`src/logic/alarm_pkg.sv`:
```
// constants, offsets and types shared by the alarm and clock upset monitor
//
// Behaviour
// - Four alarm events are watched: serializer PLL out of lock, link out of data state, sysref realign, clock upset.
// - Each alarm event sets its own bit in the alarm status register.
// - A status bit stays set after its cause is gone until the host writes a one to that bit.
// - Status bits whose type is not masked feed the summary alarm register; masked ones do not.
// - When the pin select bit chooses alarm mode the status output pin goes high on an unmasked alarm.
// - With the link enabled and both channels powered up, channel A and B clocks are compared every cycle; any difference sets the clock upset flag.
// - The clock upset flag stays set until the host writes a one to it.
// - While the link enable is zero the link logic is held in reset, serializers powered down, clocks gated.
package alarm_pkg;
    localparam int DATA_W = 32;
    localparam int ADDR_W = 8;
    localparam int ALARM_N = 4;
    localparam int ALM_PLL_UNLOCK = 0;
    localparam int ALM_LINK_IDLE = 1;
    localparam int ALM_SYSREF_REALIGN = 2;
    localparam int ALM_CLOCK_UPSET = 3;
    localparam logic [ADDR_W-1:0] OFS_STATUS = 8'h00;
    localparam logic [ADDR_W-1:0] OFS_CLEAR = 8'h04;
    localparam logic [ADDR_W-1:0] OFS_MASK = 8'h08;
    localparam logic [ADDR_W-1:0] OFS_SUMMARY = 8'h0C;
    localparam logic [ADDR_W-1:0] OFS_IRQ_EN = 8'h10;
    localparam logic [ADDR_W-1:0] OFS_CONFIG = 8'h14;
    localparam int CFG_W = 4;
    localparam int CFG_LINK_EN = 0;
    localparam int CFG_PIN_ALARM = 1;
    localparam int CFG_PD_A = 2;
    localparam int CFG_PD_B = 3;
    localparam logic [ALARM_N-1:0] STATUS_RESET = 4'h0;
    localparam logic [ALARM_N-1:0] MASK_RESET = 4'h0;
    localparam logic [ALARM_N-1:0] IRQ_EN_RESET = 4'h0;
    localparam logic [CFG_W-1:0] CONFIG_RESET = 4'h0;
    localparam logic [DATA_W-1:0] READ_ZERO = 32'h0000_0000;

    typedef enum {BUS_SETUP, BUS_ANSWER} bus_phase_t;

    function automatic logic addr_is(input logic [ADDR_W-1:0] addr, input logic [ADDR_W-1:0] ofs);
        return addr == ofs;
    endfunction
endpackage

```
`src/logic/upset_if.sv`:
```
// signals between the monitor core and the channel clock comparator
interface upset_if #(parameter int CLOCK_W = 4);
    logic enable;
    logic both_on;
    logic [CLOCK_W-1:0] clocks_a;
    logic [CLOCK_W-1:0] clocks_b;
    logic upset;

    modport monitor (input enable, input both_on, input clocks_a, input clocks_b, output upset);
    modport owner (output enable, output both_on, output clocks_a, output clocks_b, input upset);
endinterface

```
`src/logic/clock_compare.sv`:
```
// channel A against channel B internal clock comparator
module clock_compare #(
    parameter int CLOCK_W = 4
) (
    input wire logic i_clock,
    input wire logic i_rst_n,
    upset_if.monitor bus
);
    logic upset_q;
    logic upset_d;

    if (CLOCK_W < 1) begin : g_bad_width
        $error("clock_compare needs CLOCK_W of at least 1");
    end

    // link enable low acts as a reset of this section
    always_comb begin
        upset_d = bus.enable && bus.both_on && (bus.clocks_a != bus.clocks_b);
    end

    always_ff @(posedge i_clock or negedge i_rst_n) begin
        if (!i_rst_n) begin
            upset_q <= 1'b0;
        end else begin
            upset_q <= upset_d;
        end
    end

    assign bus.upset = upset_q;
endmodule

```
`src/logic/alarm_monitor.sv`:
```
// alarm and clock upset monitor with apb register access
//
// Design decisions made here: the APB register port and the register addresses.
module alarm_monitor import alarm_pkg::*; #(
    parameter int CLOCK_W = 4
) (
    input wire logic i_clock,
    input wire logic i_nrst,
    input wire logic i_psel,
    input wire logic i_penable,
    input wire logic i_pwrite,
    input wire logic [ADDR_W-1:0] i_paddr,
    input wire logic [DATA_W-1:0] i_pwdata,
    output logic [DATA_W-1:0] o_prdata,
    output logic o_pready,
    output logic o_pslverr,
    input wire logic i_pll_locked,
    input wire logic i_link_in_data,
    input wire logic i_sysref_realign,
    input wire logic [CLOCK_W-1:0] i_clocks_a,
    input wire logic [CLOCK_W-1:0] i_clocks_b,
    input wire logic i_cal_status,
    output logic o_irq,
    output logic o_status_output_pin,
    output logic o_serial_link_enable,
    output logic o_link_rst_n,
    output logic o_serializer_pd,
    output logic o_link_clock_en,
    output logic o_channel_a_powerdown,
    output logic o_channel_b_powerdown
);
    logic [1:0] rst_sync_q;
    logic rst_n;

    bus_phase_t phase_q;
    bus_phase_t phase_d;
    logic pready_q;
    logic pready_d;
    logic pslverr_q;
    logic pslverr_d;
    logic [DATA_W-1:0] prdata_q;
    logic [DATA_W-1:0] prdata_d;
    logic mapped;
    logic [DATA_W-1:0] read_word;
    logic wr_commit;

    logic [ALARM_N-1:0] status_q;
    logic [ALARM_N-1:0] status_d;
    logic [ALARM_N-1:0] mask_q;
    logic [ALARM_N-1:0] mask_d;
    logic [ALARM_N-1:0] irq_en_q;
    logic [ALARM_N-1:0] irq_en_d;
    logic [CFG_W-1:0] cfg_q;
    logic [CFG_W-1:0] cfg_d;
    logic [ALARM_N-1:0] events;
    logic [ALARM_N-1:0] clr;
    logic [ALARM_N-1:0] kept;
    logic any_unmasked;

    logic alarm_sum_q;
    logic alarm_sum_d;
    logic irq_q;
    logic irq_d;
    logic pin_q;
    logic pin_d;
    logic ser_pd_q;
    logic ser_pd_d;

    upset_if #(.CLOCK_W(CLOCK_W)) upset_bus ();

    if (CLOCK_W < 1) begin : g_bad_width
        $error("alarm_monitor needs CLOCK_W of at least 1");
    end

    // reset released through two flops so every flop leaves reset on one edge
    always_ff @(posedge i_clock or negedge i_nrst) begin
        if (!i_nrst) begin
            rst_sync_q <= 2'h0;
        end else begin
            rst_sync_q <= {rst_sync_q[0], 1'b1};
        end
    end

    assign rst_n = rst_sync_q[1];

    // ---- apb slave, one wait state on every access
    always_comb begin
        mapped = addr_is(i_paddr, OFS_STATUS) || addr_is(i_paddr, OFS_CLEAR)
            || addr_is(i_paddr, OFS_MASK) || addr_is(i_paddr, OFS_SUMMARY)
            || addr_is(i_paddr, OFS_IRQ_EN) || addr_is(i_paddr, OFS_CONFIG);
        read_word = READ_ZERO;
        if (addr_is(i_paddr, OFS_STATUS)) begin
            read_word = DATA_W'(status_q);
        end else if (addr_is(i_paddr, OFS_MASK)) begin
            read_word = DATA_W'(mask_q);
        end else if (addr_is(i_paddr, OFS_SUMMARY)) begin
            read_word = DATA_W'(alarm_sum_q);
        end else if (addr_is(i_paddr, OFS_IRQ_EN)) begin
            read_word = DATA_W'(irq_en_q);
        end else if (addr_is(i_paddr, OFS_CONFIG)) begin
            read_word = DATA_W'(cfg_q);
        end
    end

    always_comb begin
        phase_d = phase_q;
        pready_d = 1'b0;
        pslverr_d = 1'b0;
        prdata_d = prdata_q;
        unique case (phase_q)
            BUS_SETUP: begin
                if (i_psel && i_penable) begin
                    phase_d = BUS_ANSWER;
                    pready_d = 1'b1;
                    pslverr_d = !mapped;
                    prdata_d = i_pwrite ? READ_ZERO : read_word;
                end
            end
            BUS_ANSWER: begin
                phase_d = BUS_SETUP;
            end
        endcase
    end

    // the write lands on the edge that also completes the transfer
    assign wr_commit = (phase_q == BUS_ANSWER) && i_psel && i_penable && i_pwrite && !pslverr_q;

    always_ff @(posedge i_clock or negedge rst_n) begin
        if (!rst_n) begin
            phase_q <= BUS_SETUP;
            pready_q <= 1'b0;
            pslverr_q <= 1'b0;
            prdata_q <= READ_ZERO;
        end else begin
            phase_q <= phase_d;
            pready_q <= pready_d;
            pslverr_q <= pslverr_d;
            prdata_q <= prdata_d;
        end
    end

    // ---- alarm sources
    assign upset_bus.enable = cfg_q[CFG_LINK_EN];
    assign upset_bus.both_on = !cfg_q[CFG_PD_A] && !cfg_q[CFG_PD_B];
    assign upset_bus.clocks_a = i_clocks_a;
    assign upset_bus.clocks_b = i_clocks_b;

    clock_compare #(.CLOCK_W(CLOCK_W)) u_compare (
        .i_clock(i_clock),
        .i_rst_n(rst_n),
        .bus(upset_bus)
    );

    // pll and link state mean nothing while the serializers are powered down
    always_comb begin
        events = '0;
        events[ALM_PLL_UNLOCK] = cfg_q[CFG_LINK_EN] && !i_pll_locked;
        events[ALM_LINK_IDLE] = cfg_q[CFG_LINK_EN] && !i_link_in_data;
        events[ALM_SYSREF_REALIGN] = i_sysref_realign;
        events[ALM_CLOCK_UPSET] = upset_bus.upset;
    end

    // status may be cleared at its own offset or through the write-only clear word
    assign clr = (wr_commit && (addr_is(i_paddr, OFS_STATUS) || addr_is(i_paddr, OFS_CLEAR)))
        ? i_pwdata[ALARM_N-1:0] : '0;

    for (genvar i = 0; i < ALARM_N; i++) begin : g_sticky
        // set beats clear, zero bits of the write leave the flag as is
        assign status_d[i] = events[i] || (status_q[i] && !clr[i]);
        assign kept[i] = status_q[i] && !clr[i];
    end

    always_comb begin
        mask_d = mask_q;
        irq_en_d = irq_en_q;
        cfg_d = cfg_q;
        if (wr_commit && addr_is(i_paddr, OFS_MASK)) begin
            mask_d = i_pwdata[ALARM_N-1:0];
        end
        if (wr_commit && addr_is(i_paddr, OFS_IRQ_EN)) begin
            irq_en_d = i_pwdata[ALARM_N-1:0];
        end
        if (wr_commit && addr_is(i_paddr, OFS_CONFIG)) begin
            cfg_d = i_pwdata[CFG_W-1:0];
        end
    end

    assign any_unmasked = |(status_q & ~mask_q);

    always_comb begin
        alarm_sum_d = any_unmasked;
        irq_d = |(status_q & irq_en_q);
        pin_d = cfg_q[CFG_PIN_ALARM] ? any_unmasked : i_cal_status;
        ser_pd_d = !cfg_d[CFG_LINK_EN];
    end

    always_ff @(posedge i_clock or negedge rst_n) begin
        if (!rst_n) begin
            status_q <= STATUS_RESET;
            mask_q <= MASK_RESET;
            irq_en_q <= IRQ_EN_RESET;
            cfg_q <= CONFIG_RESET;
            alarm_sum_q <= 1'b0;
            irq_q <= 1'b0;
            pin_q <= 1'b0;
            ser_pd_q <= 1'b1;
        end else begin
            status_q <= status_d;
            mask_q <= mask_d;
            irq_en_q <= irq_en_d;
            cfg_q <= cfg_d;
            alarm_sum_q <= alarm_sum_d;
            irq_q <= irq_d;
            pin_q <= pin_d;
            ser_pd_q <= ser_pd_d;
        end
    end

    assign o_prdata = prdata_q;
    assign o_pready = pready_q;
    assign o_pslverr = pslverr_q;
    assign o_irq = irq_q;
    assign o_status_output_pin = pin_q;
    // link reset, power-down and clock gate all follow the enable flop
    assign o_serial_link_enable = cfg_q[CFG_LINK_EN];
    assign o_link_rst_n = cfg_q[CFG_LINK_EN];
    assign o_link_clock_en = cfg_q[CFG_LINK_EN];
    assign o_serializer_pd = ser_pd_q;
    assign o_channel_a_powerdown = cfg_q[CFG_PD_A];
    assign o_channel_b_powerdown = cfg_q[CFG_PD_B];
endmodule

```
`config.mk`:
```
export PLATFORM = sky130hd
export DESIGN_NAME = alarm_monitor
export DESIGN_NICKNAME = d
export VERILOG_FILES = /design/src/logic/alarm_pkg.sv /design/src/logic/upset_if.sv /design/src/logic/clock_compare.sv /design/src/logic/alarm_monitor.sv
export SDC_FILE = /design/constraint.sdc
export NUM_CORES = 1
export LEC_CHECK = 0
export ABC_AREA = 1
export BUFFER_PORTS_ARGS = -buffer_cell sky130_fd_sc_hd__buf_4
export CAP_MARGIN = 20
export CORE_ASPECT_RATIO = 0.8
export CORE_MARGIN = 5
export CORE_UTILIZATION = 44
export CTS_CLUSTER_SIZE = 28
export DETAILED_ROUTE_END_ITERATION = 8
export PLACE_DENSITY = 0.79
export SKIP_LAST_GASP = 1
export SLEW_MARGIN = 10
export SYNTH_ARGS = -nofsm -noshare
export SYNTH_HDL_FRONTEND = slang
export SYNTH_SLANG_ARGS = --single-unit
```
`constraint.sdc`:
```
create_clock -name i_clock -period 1.45 [get_ports i_clock]
set_clock_uncertainty 0.15 [all_clocks]
set_input_delay 0.145 -clock i_clock [delete_from_list [all_inputs] [get_ports i_clock]]
set_output_delay 0.145 -clock i_clock [all_outputs]
set_load 0.05 [all_outputs]
```
# Word level (Yosys, flattened, before mapping)
# Cells that the tools add are included.
[classes] reduce_logical=43 bitwise=3 n_addsub=0 shift=0 n_div=0 mux=15 eq_ne=9 mul=0 order_cmp=0
[op_table] cell="$mux W32" n=2
[op_table] cell="$pmux W32 S2" n=1
[op_table] cell="$eq A32 B1 Y1 const B" n=1
[op_table] cell="$eq A32 B2 Y1 const B" n=1
[op_table] cell="$logic_not A32 Y1" n=1
[op_table] cell="$mux W4" n=6
[op_table] cell="$logic_and A1 B1 Y1" n=18
[op_table] cell="$eq A8 B4 Y1 const B" n=2
[op_table] cell="$eq A8 B5 Y1 const B" n=2
[op_table] cell="$logic_not A1 Y1" n=11
[op_table] cell="$logic_or A1 B1 Y1" n=9
[op_table] cell="$and A4 B4 Y4" n=2
[op_table] cell="$eq A8 B3 Y1 const B" n=1
[op_table] cell="$logic_not A8 Y1" n=1
[op_table] cell="$reduce_or A4 Y1" n=2
[op_table] cell="$mux W1" n=6
[op_table] cell="$ne A4 B4 Y1" n=1
[op_table] cell="$not A4 Y4" n=1
[op_table] cell="$ne A2 B2 Y1 const B" n=1
[op_table] cell="$reduce_and A2 Y1" n=1
[totals] mem_bits_ro=0 wordCells=85 out_inout_bits=42 memories=0 ramBits=0 regBits=89 latch_bits=0 in_bits=57

# Logic depth before layout (Yosys ltp)
[logic_depth] ltp_word=10 mapped_depth=9

# Cells and area by module
# Synthesis repeated with hierarchy kept, for this count alone.
[unflattened] cells_unflattened=220 area_unflattened_um2=1714.1
[modules_own_cells] mod="alarm_monitor" n_inst=1 cells_each=195 area_each_um2=1597.8 seq_area_each_um2=726.9
[modules_own_cells] mod="clock_compare" n_inst=1 cells_each=25 area_each_um2=116.4 seq_area_each_um2=25.0

# Least setup slack after synthesis
# No wires, ideal clock.
[synth_timing] kind="reg-to-reg" from="register pslverr_q (netlist: o_pslverr)" to="register cfg_q[0]" n_path_buf=0 arrival_time_ns=1.278 required_ns=1.184 stages_incl_launch_ff=7 setup_slack_ns=-0.094 period_less_slack_ns=1.544 cell_sequence="dfrtp_1 -> nor2_4 -> nand3_4 -> inv_2 -> nand3_4 -> o21ai_2 -> inv_2"
[synth_via] elab_chain_len=4
[synth_rtl] element="start: declaration" line_no="alarm_monitor.sv:39" text="logic pslverr_q;"
[synth_rtl] element="start signal: assignment" line_no="alarm_monitor.sv:137" text="pslverr_q <= pslverr_d;"
[synth_rtl] element="$logic_not A1 Y1" line_no="alarm_monitor.sv:126" text="assign wr_commit = (phase_q == BUS_ANSWER) && i_psel && i_penable && i_pwrite && !pslverr_q;"
[synth_rtl] element="$logic_and A1 B1 Y1" line_no="alarm_monitor.sv:126"
[synth_rtl] element="$logic_and A1 B1 Y1" line_no="alarm_monitor.sv:183" text="if (wr_commit && addr_is(i_paddr, OFS_CONFIG)) begin"
[synth_rtl] element="$mux W1" line_no="alarm_monitor.sv:183"
[synth_rtl] element="net cfg_d[0]" line_no="alarm_monitor.sv:54" text="logic [CFG_W-1:0] cfg_d;"
[synth_rtl] element="end signal: assignment" line_no="alarm_monitor.sv:211" text="cfg_q <= cfg_d;"
[synth_rtl] element="end: declaration" line_no="alarm_monitor.sv:53" text="logic [CFG_W-1:0] cfg_q;"
# The timed path passes the listed nets, and every way through them passes these cells.
# A chain may end at the register's enable or synchronous reset.

# Worst setup path after layout
[layout_timing] from="register pslverr_q (netlist: o_pslverr)" to="register status_q[2]"
[layout_via] elab_chain_len=7
[layout_rtl] element="$logic_not A1 Y1" line_no="alarm_monitor.sv:126"
[layout_rtl] element="$logic_and A1 B1 Y1" line_no="alarm_monitor.sv:126"
[layout_rtl] element="$logic_and A1 B1 Y1" line_no="alarm_monitor.sv:164" text="assign clr = (wr_commit && (addr_is(i_paddr, OFS_STATUS) || addr_is(i_paddr, OFS_CLEAR)))"
[layout_rtl] element="$mux W4" line_no="alarm_monitor.sv:165" text="? i_pwdata[ALARM_N-1:0] : '0;"
[layout_rtl] element="$logic_not A1 Y1"
[layout_rtl] element="$logic_and A1 B1 Y1"
[layout_rtl] element="$logic_or A1 B1 Y1" line_no="alarm_monitor.sv:169" text="assign status_d[i] = events[i] || (status_q[i] && !clr[i]);"
[layout_rtl] element="net status_d[2]" line_no="alarm_monitor.sv:48" text="logic [ALARM_N-1:0] status_d;"
[layout_rtl] element="end signal: assignment" line_no="alarm_monitor.sv:208" text="status_q <= status_d;"
[layout_rtl] element="end: declaration" line_no="alarm_monitor.sv:47" text="logic [ALARM_N-1:0] status_q;"
# The timed path passes the listed nets, and every way through them passes these cells.

==> flow_results.org <==
** Clocking
- H-tree levels :: 2
- Clock slew seen by the registers of the worst setup and hold paths :: 0.06 ns
- Post_cts resized :: 0
- Latest clock arrival within the worst-skew pair :: between 0.2 and 0.3 ns
- The clock passes through at most 2 buffers.
- Root cell of the clock tree :: clkbuf_8
- TritonCTS clock tree :: done
- Setup repair bufs after CTS :: 0
- The clock net in this run drives a total of 30 sinks.
- Buffers inserted during clock tree synthesis total 5.

** STA
- Pins Over Slew Limit :: 0
- Setup repair after global routing could not meet its margin everywhere.
- Share of the clock period used by the worst path :: 0.9641
- Setup violations remaining at the end of the flow were counted as 0.
- Min Hold Slack :: 0.002669 ns
- Max Clock Freq :: 715.3 MHz
- Sum of negative setup slack :: 0 ns
- The number of endpoints with negative hold slack in the final report was 0.
- The worst path in the final design needs a cycle of 1.398 ns, including I/O delays and setup.

** Worst setup path
- On the critical path, the stage with the largest delay is an instance of dfrtp_2.
- The worst setup path is of the reg -> reg kind.
- Critical path cell sequence :: nor2_4 > nand3_4 > nor3_4 > nand2_1 > a21o_1
- For the worst setup path, the data required time is roughly 1.5 ns.
- The worst setup path is launched from a flip-flop.
- Data on the critical path arrives at its endpoint at ~1.4 ns.
- The worst setup path is captured at a flip-flop.
- Worst-path maximum fanout :: 4
- For this run, the slowest stage of the critical path takes ~0.42 ns.

** Yosys
- After synthesis, the netlist uses 30 different library cells.
- Of the synthesized area, sequential elements account for 0.4188.
- In the post-synthesis netlist, the biggest area contributors are dfrtp_1 40%, buf_4 13%, nand2_1 8.6%, nor2_8 3.3%, nand3_1 3.1%.
- Of the total synthesized cell area, the portion taken by full adders, half adders and majority gates is 0.
- After synthesis, the largest family of logic cells by area is simple AND/OR/NAND/NOR gates.
- Area of the mapped netlist :: around 0.0018 mm2
- Flip-flop and latch count after synthesis :: 30
- Yosys warning total :: 0
- Gate Count Post-Synth :: about 210
- Largest area contributor in the netlist :: dfrtp_1
- Post-synthesis share of cell area spent on xor and xnor gates :: 0.01951
- In this run the mean area of a mapped cell was 8.758 um2.
- The portion of synthesized area spent on multiplexers is 0.
- The post-synthesis compound-gate area fraction was 0.08850.
- Simple logic cell fraction of the synthesized area :: 0.2906
- Top cell type's share of synthesized area :: 0.4042

** Placed design
- The congestion estimate from routability-driven global placement came to 0.8591.
- The HPWL after detailed placement is approximately 3000 um.
- In this run the tool buffered the top-level ports with between 40 and 50 buffer cells.

** Floorplanning
- The floorplan step defined a core boundary enclosing a little under 0.004 mm2.
- For this configuration, the core starts out at a cell density of 0.4629.
- Row count :: 20
- From bottom edge to top edge, the die measures ~67 um.
- In this run the horizontal extent of the chip is 81.42 um.
- Number of top-level pins :: 99
- The floorplan step defined a die boundary enclosing about 0.0055 mm2.

** Routing
- The count of nets left with antenna violations once routing finished came out at 0.
- The final layout contains routed wiring with a total length of roughly 3700 um.
- Wire length per cell :: approximately 12 um
- For this block, the initial DRC count from the detailed router was 33.
- The first TritonRoute pass finished after 4 iterations.
- # DRC :: 0
- Vias per cell :: roughly 4.5
- Vias after detailed routing :: 1,416

** Layout
- The number of antenna diodes in the final layout is 0.
- Util after Layout :: 0.5906
- The area growth from synthesis to layout is 27.60%.
- In the final layout, the share of cells above drive strength 1 is 0.3232.
- Count of nets after finishing :: around 320

** Outcome
- Status :: complete, no violations

** Global routing
- Overall overflow remaining after global route :: 0
- Largest net degree at the start of global routing :: 24
- Via count of the first global-routing pass :: roughly 1,300
- For this run, the total global-route usage over all layers was measured as 0.1446.
- The initial antenna violation count came to 0.
- Wire length of the first global-routing pass :: between 5000 and 6000 um

** Power
- Power spread over the standard cell area amounts to a little over 900 mW/mm2.
- The analysis attributes to cell leakage a power of roughly 1.2 nW.
- Maximum vdd ir drop :: 617.8 uV

** Run
- Max-cap violations in this run came to 0.

** Hold path
- Hold/Removal Path Class :: in -> reg
-- synth_stat cells --
| library cell | number |
|---|---|
| nor3_1 | 1 |
| nand2_1 | 41 |
| a41oi_1 | 1 |
| a31oi_1 | 1 |
| a211oi_1 | 1 |
| nor3_4 | 1 |
| nor2_4 | 3 |
| a21oi_1 | 6 |
| nor2_1 | 13 |
| inv_1 | 14 |
| nand2_4 | 3 |
| o2111ai_1 | 1 |
| dfrtp_1 | 29 |
| a21oi_2 | 2 |
| o22ai_1 | 1 |
| a21o_1 | 2 |
| xnor2_1 | 4 |
| clkinv_4 | 1 |
| nor2_8 | 3 |
| nand3_1 | 11 |
| nand3_4 | 3 |
| inv_2 | 9 |
| buf_4 | 30 |
| conb_1 | 2 |
| nand2_2 | 4 |
| nor2_2 | 2 |
| o21ai_2 | 1 |
| nand4_1 | 4 |
| dfstp_2 | 1 |
| o21ai_1 | 10 |
-- critical path: cells and delay by family, from the launching register on --
kind            cells  cell delay (ns)
simple gates        4             0.57
flops               1             0.42
compound gates      1             0.16
-- stage by stage --
stage	total power, mW	std cells	worst slack, ns	instance area (um2)
2_1_floorplan	1.199	232	0.005355	1898
3_3_place_gp	1.236	301	0.07861	2085
3_5_place_dp	1.240	301	0.03765	2085
4_1_cts	2.124	318	0.03356	2291
5_1_grt	2.186	318	-0.01997	2291
6_report	2.105	318	0.05203	2291
-- what timing repair did --
action | in CTS | in global routing
setup endpoints to repair | 0 | 2
hold buffers | 9 | 0
hold endpoints to repair | 18 | 0
-- cell families after synthesis --
logic type      Yosys count
compound gates           26
xor+xnor                  4
buf+inv                  54
flops                    30
other cells               2
simple gates             89
-- power breakdown --
group          switching (mW)  internal (mW)
logic                   0.279          0.107
registers             0.00781          0.850
clock network           0.302          0.559
total                   0.589           1.52
-- layout make-up --
cell class,instances,area (um2)
inverters,24,95.09
flip-flops and latches,30,753.2
well taps,55,68.82
repair buffers,53,432.9
multi-input cells,148,824.5
clock inverters,1,30.03
clock buffers,7,86.33
fillers,355,1588
-- routing by layer --
metal / wire, um / global-route usage
met1: 1510 / 0.1805
met2: 1814 / 0.2266
met3: 333 / 0.05867
met4: 51 / 0.05063
met5: 0 / 0
-- path summary, 6_finish.rpt --
kind / start / end / slack, ns / cells past startpoint
hold / removal: i_psel / phase_q[0] / 0.003 / 3
setup / recovery: o_pslverr / status_q[2] / 0.05 / 5
hold reg to reg: rst_sync_q[1] / status_q[0] / 0.08 / 1
max in group asynchronous: rst_sync_q[1] / mask_q[1] / 0.41 / 1
setup reg to reg: o_pslverr / status_q[2] / 0.05 / 5
min in group asynchronous: i_nrst / rst_sync_q[0] / 0.02 / 2
-- layout by cell type, fill, tap and decap left out, drive strengths merged --
cell          n
xnor2         4
clkbuf        7
o21ai        11
inv          23
a41oi         1
conb         29
bufinv        1
nand3        14
a211oi        1
dfstp         1
a21oi         8
a21o          2
buf          44
clkinv        1
nand2        48
o2111ai       1
dfrtp        29
a31oi         1
o22ai         1
nand4         4
dlygate4sd3   9
nor2         21
nor3          2
-- registers in the layout, indices dropped and copies added (netlist names), 2 cells and up --
register and cells:
status_q 4, mask_q 4, cfg_q 4, irq_en_q 4, rst_sync_q 2, o_prdata 4
Note: power is estimated with default switching activity, not from simulation.
